## src/pkg/irq_prio_pkg.sv

```systemverilog
// Register map, field positions and group codes of the interrupt prioritizer
package irq_prio_pkg;

  // Register addresses in the control register file
  localparam logic [7:0] PRIO_ADDR    = 8'hf9;
  localparam logic [7:0] PEND_ADDR    = 8'hfa;
  localparam logic [7:0] MASK_ADDR    = 8'hfb;

  // Field positions and widths
  localparam int         NUM_LEVELS   = 6;
  localparam int         MASTER_BIT   = 7;
  localparam int         C_MEMBER_BIT = 1;
  localparam int         B_MEMBER_BIT = 2;
  localparam int         A_MEMBER_BIT = 5;
  localparam int         ORD_BIT0     = 0;
  localparam int         ORD_BIT1     = 3;
  localparam int         ORD_BIT2     = 4;

  // Reset values of the defined parts
  localparam logic [5:0] PEND_RESET   = 6'h00;
  localparam logic [5:0] EN_RESET     = 6'h00;
  localparam logic [7:0] PRIO_RESET   = 8'h00;

  // Group order codes (bits 4,3,0)
  localparam logic [2:0] ORD_CAB      = 3'h1;
  localparam logic [2:0] ORD_ABC      = 3'h2;
  localparam logic [2:0] ORD_ACB      = 3'h3;
  localparam logic [2:0] ORD_BCA      = 3'h4;
  localparam logic [2:0] ORD_CBA      = 3'h5;
  localparam logic [2:0] ORD_BAC      = 3'h6;

  // Interrupt machine cycle sequencer states
  typedef enum logic [1:0] {IDLE_S, GRANT_S, SERVICE_S} ack_state_t;

endpackage

```

## src/hw/prio_pick.sv

```systemverilog
// Six-level fixed-structure priority resolver for one programmed order
`timescale 1ns/1ps
module prio_pick
  import irq_prio_pkg::*;
(
  // Inputs
  input  wire logic [5:0] active,
  input  wire logic [7:0] prio,
  // Result
  output logic            any,
  output logic [2:0]      level
);

  logic [2:0] hi_a, lo_a, hi_b, lo_b, hi_c, lo_c;
  logic [2:0] ord;
  logic [2:0] seq [0:5];

  // Member order inside each group
  always_comb begin
    hi_a = prio[A_MEMBER_BIT] ? 3'h3 : 3'h5;
    lo_a = prio[A_MEMBER_BIT] ? 3'h5 : 3'h3;
    hi_b = prio[B_MEMBER_BIT] ? 3'h0 : 3'h2;
    lo_b = prio[B_MEMBER_BIT] ? 3'h2 : 3'h0;
    hi_c = prio[C_MEMBER_BIT] ? 3'h4 : 3'h1;
    lo_c = prio[C_MEMBER_BIT] ? 3'h1 : 3'h4;
  end

  // Group order, top two bits ignored
  assign ord = {prio[ORD_BIT2], prio[ORD_BIT1], prio[ORD_BIT0]};

  always_comb begin
    seq[0] = hi_a; seq[1] = lo_a; seq[2] = hi_b;
    seq[3] = lo_b; seq[4] = hi_c; seq[5] = lo_c;
    unique case (ord)
      ORD_CAB: begin
        seq[0] = hi_c; seq[1] = lo_c; seq[2] = hi_a;
        seq[3] = lo_a; seq[4] = hi_b; seq[5] = lo_b;
      end
      ORD_ACB: begin
        seq[0] = hi_a; seq[1] = lo_a; seq[2] = hi_c;
        seq[3] = lo_c; seq[4] = hi_b; seq[5] = lo_b;
      end
      ORD_BCA: begin
        seq[0] = hi_b; seq[1] = lo_b; seq[2] = hi_c;
        seq[3] = lo_c; seq[4] = hi_a; seq[5] = lo_a;
      end
      ORD_CBA: begin
        seq[0] = hi_c; seq[1] = lo_c; seq[2] = hi_b;
        seq[3] = lo_b; seq[4] = hi_a; seq[5] = lo_a;
      end
      ORD_BAC: begin
        seq[0] = hi_b; seq[1] = lo_b; seq[2] = hi_a;
        seq[3] = lo_a; seq[4] = hi_c; seq[5] = lo_c;
      end
      default: begin
        // ABC, and unused codes fall back to it
      end
    endcase
  end

  // Highest ranked active level wins
  always_comb begin
    any   = 1'b0;
    level = 3'h0;
    for (int i = NUM_LEVELS - 1; i >= 0; i--) begin
      if (active[seq[i]]) begin
        any   = 1'b1;
        level = seq[i];
      end
    end
  end

endmodule

```

## src/hw/irq_prioritizer.sv

```systemverilog
// Vectored interrupt prioritizer with pending, mask and priority registers
//
// Overview of operation
// Six levels sorted into groups A, B, C
// Bits 1, 2, 5 order members
// Bits 4, 3, 0 order the groups
// Priority top bits ignored; register write-only
// Only the highest ranked pending request granted
// Request sets matching pending bit
// Pending register readable and writable
// Pending bits 6, 7 have no function
// Mask bits 0-5 enable levels
// Master enable bit 7 gates all levels
// Enable and disable instructions drive master
// Acknowledge clears master; return sets it
// Software disables before changing mask, priority
// Reset clears master and pending bits
// Acknowledge clears pending, hands vector level
// Software programs priority before enabling
`timescale 1ns/1ps
module irq_prioritizer
  import irq_prio_pkg::*;
(
  // Clock and reset
  input  wire logic       SYS_CLK,
  input  wire logic       RESET,
  // Request sources
  input  wire logic [5:0] LEVEL_REQUEST,
  // Register file access from the core
  input  wire logic [7:0] REG_ADDR,
  input  wire logic       REG_WRITE,
  input  wire logic [7:0] REG_WDATA,
  input  wire logic       REG_READ,
  output logic [7:0]      REG_RDATA,
  // Core instructions
  input  wire logic       ENABLE_INSTR,
  input  wire logic       DISABLE_INSTR,
  input  wire logic       RETURN_INSTR,
  // Interrupt machine cycle handshake
  output logic            INT_REQUEST,
  input  wire logic       INT_ACK,
  output logic [2:0]      VECTOR_LEVEL,
  output logic            VECTOR_VALID
);

  // ---------------------------------------------------------------------------
  // Registers
  // ---------------------------------------------------------------------------
  logic [5:0]  pend_q;
  logic [5:0]  en_q;
  logic        master_q;
  logic [7:0]  prio_q;
  logic [2:0]  vec_q;
  logic        vec_valid_q;
  logic [7:0]  rdata_q;
  ack_state_t  state_q;

  logic        win_any;
  logic [2:0]  win_level;
  logic        take;
  logic [5:0]  ack_clr;

  // Address decode shared by read and write paths
  function automatic logic hit(input logic [7:0] addr, input logic [7:0] reg_addr);
    hit = (addr == reg_addr);
  endfunction

  // ---------------------------------------------------------------------------
  // Resolution
  // ---------------------------------------------------------------------------
  prio_pick u_pick (
    .active (pend_q & en_q),
    .prio   (prio_q),
    .any    (win_any),
    .level  (win_level)
  );

  // Request only while the master enable is set
  assign INT_REQUEST = master_q && win_any && (state_q == IDLE_S);
  assign take        = INT_REQUEST && INT_ACK;
  assign ack_clr     = take ? (6'h01 << win_level) : 6'h00;

  // Priority register, write-only, top bits dropped
  always_ff @(posedge SYS_CLK) begin
    if (RESET) begin
      prio_q <= PRIO_RESET;
    end else if (REG_WRITE && hit(REG_ADDR, PRIO_ADDR)) begin
      prio_q <= {2'b00, REG_WDATA[5:0]};
    end
  end

  // Pending register: sources set, software writes, acknowledge clears
  always_ff @(posedge SYS_CLK) begin
    if (RESET) begin
      pend_q <= PEND_RESET;
    end else if (REG_WRITE && hit(REG_ADDR, PEND_ADDR)) begin
      pend_q <= REG_WDATA[5:0] | LEVEL_REQUEST;
    end else begin
      pend_q <= (pend_q & ~ack_clr) | LEVEL_REQUEST;
    end
  end

  // Individual enables
  always_ff @(posedge SYS_CLK) begin
    if (RESET) begin
      en_q <= EN_RESET;
    end else if (REG_WRITE && hit(REG_ADDR, MASK_ADDR)) begin
      en_q <= REG_WDATA[5:0];
    end
  end

  // Master enable: reset, instructions, acknowledge and return
  always_ff @(posedge SYS_CLK) begin
    if (RESET) begin
      master_q <= 1'b0;
    end else if (take) begin
      master_q <= 1'b0;
    end else if (DISABLE_INSTR) begin
      master_q <= 1'b0;
    end else if (ENABLE_INSTR || RETURN_INSTR) begin
      master_q <= 1'b1;
    end else if (REG_WRITE && hit(REG_ADDR, MASK_ADDR)) begin
      master_q <= REG_WDATA[MASTER_BIT];
    end
  end

  // Interrupt machine cycle sequencer
  always_ff @(posedge SYS_CLK) begin
    if (RESET) begin
      state_q <= IDLE_S;
    end else begin
      unique case (state_q)
        IDLE_S:    if (take) state_q <= GRANT_S;
        GRANT_S:   state_q <= SERVICE_S;
        SERVICE_S: if (RETURN_INSTR) state_q <= IDLE_S;
        default:   state_q <= IDLE_S;
      endcase
    end
  end

  // Vector selection handed to the core
  always_ff @(posedge SYS_CLK) begin
    if (RESET) begin
      vec_q       <= 3'h0;
      vec_valid_q <= 1'b0;
    end else begin
      vec_valid_q <= take;
      if (take) begin
        vec_q <= win_level;
      end
    end
  end

  // Read data; priority reads as zero, unused pending bits read zero
  always_ff @(posedge SYS_CLK) begin
    if (RESET) begin
      rdata_q <= 8'h00;
    end else if (REG_READ) begin
      if (hit(REG_ADDR, PEND_ADDR)) begin
        rdata_q <= {2'b00, pend_q};
      end else if (hit(REG_ADDR, MASK_ADDR)) begin
        rdata_q <= {master_q, 1'b0, en_q};
      end else begin
        rdata_q <= 8'h00;
      end
    end
  end

  assign REG_RDATA    = rdata_q;
  assign VECTOR_LEVEL = vec_q;
  assign VECTOR_VALID = vec_valid_q;

  // ---------------------------------------------------------------------------
  // Assertions
  // ---------------------------------------------------------------------------
  master_off_a: assert property (@(posedge SYS_CLK) disable iff (RESET)
    take |=> !master_q)
    else $error("master enable not cleared by acknowledge");

  no_req_off_a: assert property (@(posedge SYS_CLK) disable iff (RESET)
    !master_q |-> !INT_REQUEST)
    else $error("request while master disabled");

  pend_set_a: assert property (@(posedge SYS_CLK) disable iff (RESET)
    LEVEL_REQUEST[0] |=> pend_q[0])
    else $error("request did not set pending bit");

  vec_level_a: assert property (@(posedge SYS_CLK) disable iff (RESET)
    take |=> VECTOR_VALID && VECTOR_LEVEL == $past(win_level))
    else $error("vector level wrong");

  win_enabled_a: assert property (@(posedge SYS_CLK) disable iff (RESET)
    INT_REQUEST |-> pend_q[win_level] && en_q[win_level])
    else $error("winner not pending and enabled");

  ack_clear_a: assert property (@(posedge SYS_CLK) disable iff (RESET)
    take && !LEVEL_REQUEST[win_level] && !REG_WRITE |=> !pend_q[$past(win_level)])
    else $error("pending bit not cleared on acknowledge");

  ei_set_a: assert property (@(posedge SYS_CLK) disable iff (RESET)
    ENABLE_INSTR && !DISABLE_INSTR && !take |=> master_q)
    else $error("enable instruction ignored");

  di_clr_a: assert property (@(posedge SYS_CLK) disable iff (RESET)
    DISABLE_INSTR |=> !master_q)
    else $error("disable instruction ignored");

  prio_top_a: assert property (@(posedge SYS_CLK) disable iff (RESET)
    prio_q[7:6] == 2'b00)
    else $error("priority top bits stored");

  reset_clr_a: assert property (@(posedge SYS_CLK)
    RESET |=> !master_q && (pend_q == PEND_RESET))
    else $error("reset did not clear state");

  ret_set_a: assert property (@(posedge SYS_CLK) disable iff (RESET)
    RETURN_INSTR && !DISABLE_INSTR && !take |=> master_q)
    else $error("return instruction did not set master enable");

  req_drop_a: assert property (@(posedge SYS_CLK) disable iff (RESET)
    take |=> !INT_REQUEST)
    else $error("request still raised after acknowledge");

  pend_wr_a: assert property (@(posedge SYS_CLK) disable iff (RESET)
    REG_WRITE && hit(REG_ADDR, PEND_ADDR)
    |=> pend_q == ($past(REG_WDATA[5:0]) | $past(LEVEL_REQUEST)))
    else $error("pending write not loaded");

  en_wr_a: assert property (@(posedge SYS_CLK) disable iff (RESET)
    REG_WRITE && hit(REG_ADDR, MASK_ADDR) |=> en_q == $past(REG_WDATA[5:0]))
    else $error("mask write did not load enables");

endmodule

```

## config.mk

```make
export PLATFORM = sky130hd
export DESIGN_NAME = irq_prioritizer
export DESIGN_NICKNAME = d
export VERILOG_FILES = /design/src/pkg/irq_prio_pkg.sv /design/src/hw/prio_pick.sv /design/src/hw/irq_prioritizer.sv
export SDC_FILE = /design/constraint.sdc
export NUM_CORES = 1
export LEC_CHECK = 0
export BUFFER_PORTS_ARGS = -buffer_cell sky130_fd_sc_hd__buf_4
export CAP_MARGIN = 20
export CORE_ASPECT_RATIO = 1.1
export CORE_MARGIN = 4
export CORE_UTILIZATION = 40
export CTS_BUF_LIST = sky130_fd_sc_hd__clkbuf_2
export DETAILED_ROUTE_END_ITERATION = 7
export PLACE_DENSITY = 0.66
export SLEW_MARGIN = 20
export SYNTH_ARGS = -nofsm -noshare
export SYNTH_HDL_FRONTEND = slang
export SYNTH_SLANG_ARGS = --single-unit
```

## constraint.sdc

```tcl
create_clock -name SYS_CLK -period 6.3 [get_ports SYS_CLK]
set_input_delay 0.945 -clock SYS_CLK [delete_from_list [all_inputs] [get_ports SYS_CLK]]
set_output_delay 0.945 -clock SYS_CLK [all_outputs]
set_load 0.05 [all_outputs]
```

==> impl_metrics.tcl <==
set metrics [dict create \
    status "complete, no violations" \
    worstSetupStartpointType "flip-flop" \
    wl_per_cell_um 16.1 \
    cts_root_buf "clkbuf_2" \
    cts_num_sinks 32 \
    grt_pass1_wl_um 10800 \
    syn_inst 305 \
    num-nets-final 361 \
    dieHeight_um 91.1 \
    ant_nets 0 \
    synth-edff-count 0 \
    worstMarginPinSlew_ns 0.740 \
    multi_input_area_um2 1740 \
    syn_avg_cell_area_um2 8.24 \
    syn_area_um2 2510 \
    p_per_area_nw_per_um2 121 \
    hold_path.class "reg -> reg" \
    tns_ns 0 \
    fillerInstances 620 \
    synth-seq-cells 32 \
    yosysTopAreaCell "dfxtp_1" \
    setup-violations-final 0 \
    initial_core_util_pct 41.1 \
    max-slew-margin-rel_pct 50.6 \
    clock_path_buffers 2 \
    drt_pre_antenna_iters 4 \
    h-tree-depth 2 \
    place_inst 404 \
    yosysTopAreaCellShare_pct 25.5 \
    dp_hpwl_um 5120 \
    io_buffers 40 \
    fin_crit_ns 3.97 \
    grt_pass1_vias 2220 \
    clk_pin_slew_ns 0.18 \
    ys_top_cells_by_count "32 x dfxtp_1, 26 x nand2_1, 26 x nor2_1" \
    crit_chain "nor2b_2, o31ai_1, mux2i_1, o221ai_2, nor4b_2, nand3_1, nor4bb_1, buf_4" \
    synth-seq-area-share_pct 25.5 \
    yosysUniqueCellTypes 77 \
    post_cts_buffers 0 \
    hp-start "VECTOR_LEVEL[2]" \
    r2r_end "pend_q[4]" \
    critPathArrivalTime_ns 3.03 \
    grt_max_degree 34 \
    yosysWarnings 0 \
    cts-resized-gates 0 \
    hold_buffers 0 \
    async_flop_share_pct 0 \
    synth_area_leaders "dfxtp_1 25%, mux2i_1 9.6%, a21oi_1 4.2%" \
    ff2ff_setup_slack_ns 3.09 \
    core_area_um2 6120 \
    vias 2340 \
    yosysMostFrequentCell "dfxtp_1" \
    path_max_fanout 22 \
    critPathKind "reg -> out" \
    avgViaCountPerCell 5.68 \
    regToRegStartpoint "prio_q[4]" \
    holdPathStages 2 \
    cpMaxStageDelayCell "dfxtp_1" \
    std_cell_rows 30 \
    final-max-slew-violation-count 0 \
    drt-initial-drc-count 174 \
    stdcell_count 412 \
    rsz0062_at_grt "no" \
    area_growth_pct 12.5 \
    drc 0 \
    hold_viol 0 \
    layout-drive-gt1-share_pct 23.5 \
    ir_drop_mv 0.106 \
    r2r_cells 8 \
    end_kind "output port" \
    cts_tree "built" \
    syn_nets 335 \
    antenna_found_initial 0 \
    power_mw 0.343 \
    numCtsBuffers 5 \
    regArea_um2 641 \
    p_leak_nw 1.03 \
    gp_congestion 0.863 \
    dieArea_um2 7610 \
    max_freq_mhz 252 \
    diodes 0 \
    cpPeakStageDelay_ns 0.80 \
    max_cap_viol_count 0 \
    clock_skew_ns 0.0128 \
    wl_um 6630 \
    hold_ws_ns 0.472 \
    crit_required_ns 5.35 \
    overflow 0 \
    ios 43 \
    holdPathEnd "VECTOR_LEVEL[2]" \
    die_w_um 83.6 \
    grt_usage_pct 17.2 \
    yosys_most_used_dff "dfxtp_1" \
    finalCritPeriodShare_pct 63.1 \
    insertion_delay_ns 0.37 \
]
-- routing by layer --
metal / global-route usage, % / share of wire [%] / vias up
met5: 0 / 0 / -
met2: 29.8 / 50 / 69
li1: - / - / 1173
met4: 7.24 / 2.9 / 0
met1: 21.2 / 43 / 1085
met3: 2.36 / 4.6 / 13
-- logic make-up (layout without fill, tap and decap cells) --
logic type / Yosys count / in the layout / synth area share [%]
multiplexers: 33 / 33 / 14.5
buffers and inverters: 22 / 49 / 5.08
AO/OA/AOI/OAI: 79 / 79 / 23.8
flip-flops: 32 / 32 / 25.5
AND/OR/NAND/NOR: 138 / 138 / 31.0
other: 1 / 1 / 0.149
-- state kept, by name, summed over array words and instances (netlist names) --
signal and cells:
state_q 2, VECTOR_VALID 1, prio_q 6, en_q 6, master_q 1, VECTOR_LEVEL 3
pend_q 6, REG_RDATA 7
-- worst max-delay path by stage --
stage | startpoint | to | slack (ns)
after floorplan | prio_q[4] | INT_REQUEST | 2.26
after CTS | prio_q[4] | INT_REQUEST | 2.32
after global routing | prio_q[4] | INT_REQUEST | 2.02
final | prio_q[4] | INT_REQUEST | 2.33
after global placement | prio_q[4] | INT_REQUEST | 2.76
after detailed placement | prio_q[4] | INT_REQUEST | 2.77
-- area by class of cell --
cell class	instances	area share, %
multi-input combinational	251	61.7
sequential	32	22.7
timing repair buffer	40	10.6
tap	80	3.54
clock buffer	5	0.885
clock inverter	3	0.487
inverter	1	0.133
-- cell usage in the layout (no fill, tap or decap), types with 2 or more instances in the layout --
cell,n
buf_4,40
and3_1,3
o22ai_1,2
a31oi_1,7
nor2b_1,6
dfxtp_1,32
o21ai_0,9
nand2b_1,15
and2_1,8
mux2_2,6
nor3b_1,5
clkinv_2,2
nor3_1,3
nand3b_1,6
o31ai_1,2
clkbuf_2,5
nor2_1,26
a21oi_1,21
a21oi_2,2
mux2i_1,24
or2_1,3
or3_1,2
o21ai_2,2
nand3_1,13
nand2_1,26
o311ai_1,2
nand4_1,2
a21o_1,5
a31o_2,2
a32oi_1,2
nor2b_2,2
nor4_1,3
-- stage by stage --
| stage | worst slack (ns) | utilization (%) | instance area, µm² |
|---|---|---|---|
| 6_report | 2.33 | 46.2 | 2830 |
| 5_1_grt | 2.02 | 46.2 | 2830 |
| 4_1_cts | 2.32 | 46.2 | 2830 |
| 3_5_place_dp | 2.77 | 45.6 | 2790 |
| 3_3_place_gp | 2.76 | 45.6 | 2790 |
| 2_1_floorplan | 2.26 | - | 2510 |
-- power breakdown --
group	switching (mW)	internal, mW	total (mW)	leakage [nW]
logic	0.0160	0.0192	0.0352	0.745
registers	0.00346	0.206	0.209	0.260
clock network	0.0730	0.0249	0.0978	0.0302
total	0.0924	0.250	0.343	1.03
-- critical path: cells and delay by family (launching register included) --
kind | cells | cell delay (ns)
muxes | 1 | 0.31
and+or+nand+nor | 4 | 0.77
buffers and inverters | 1 | 0.19
AOI/OAI and AO/OA | 2 | 0.60
DFF | 1 | 0.80
Note: power is estimated with default switching activity, not from simulation.
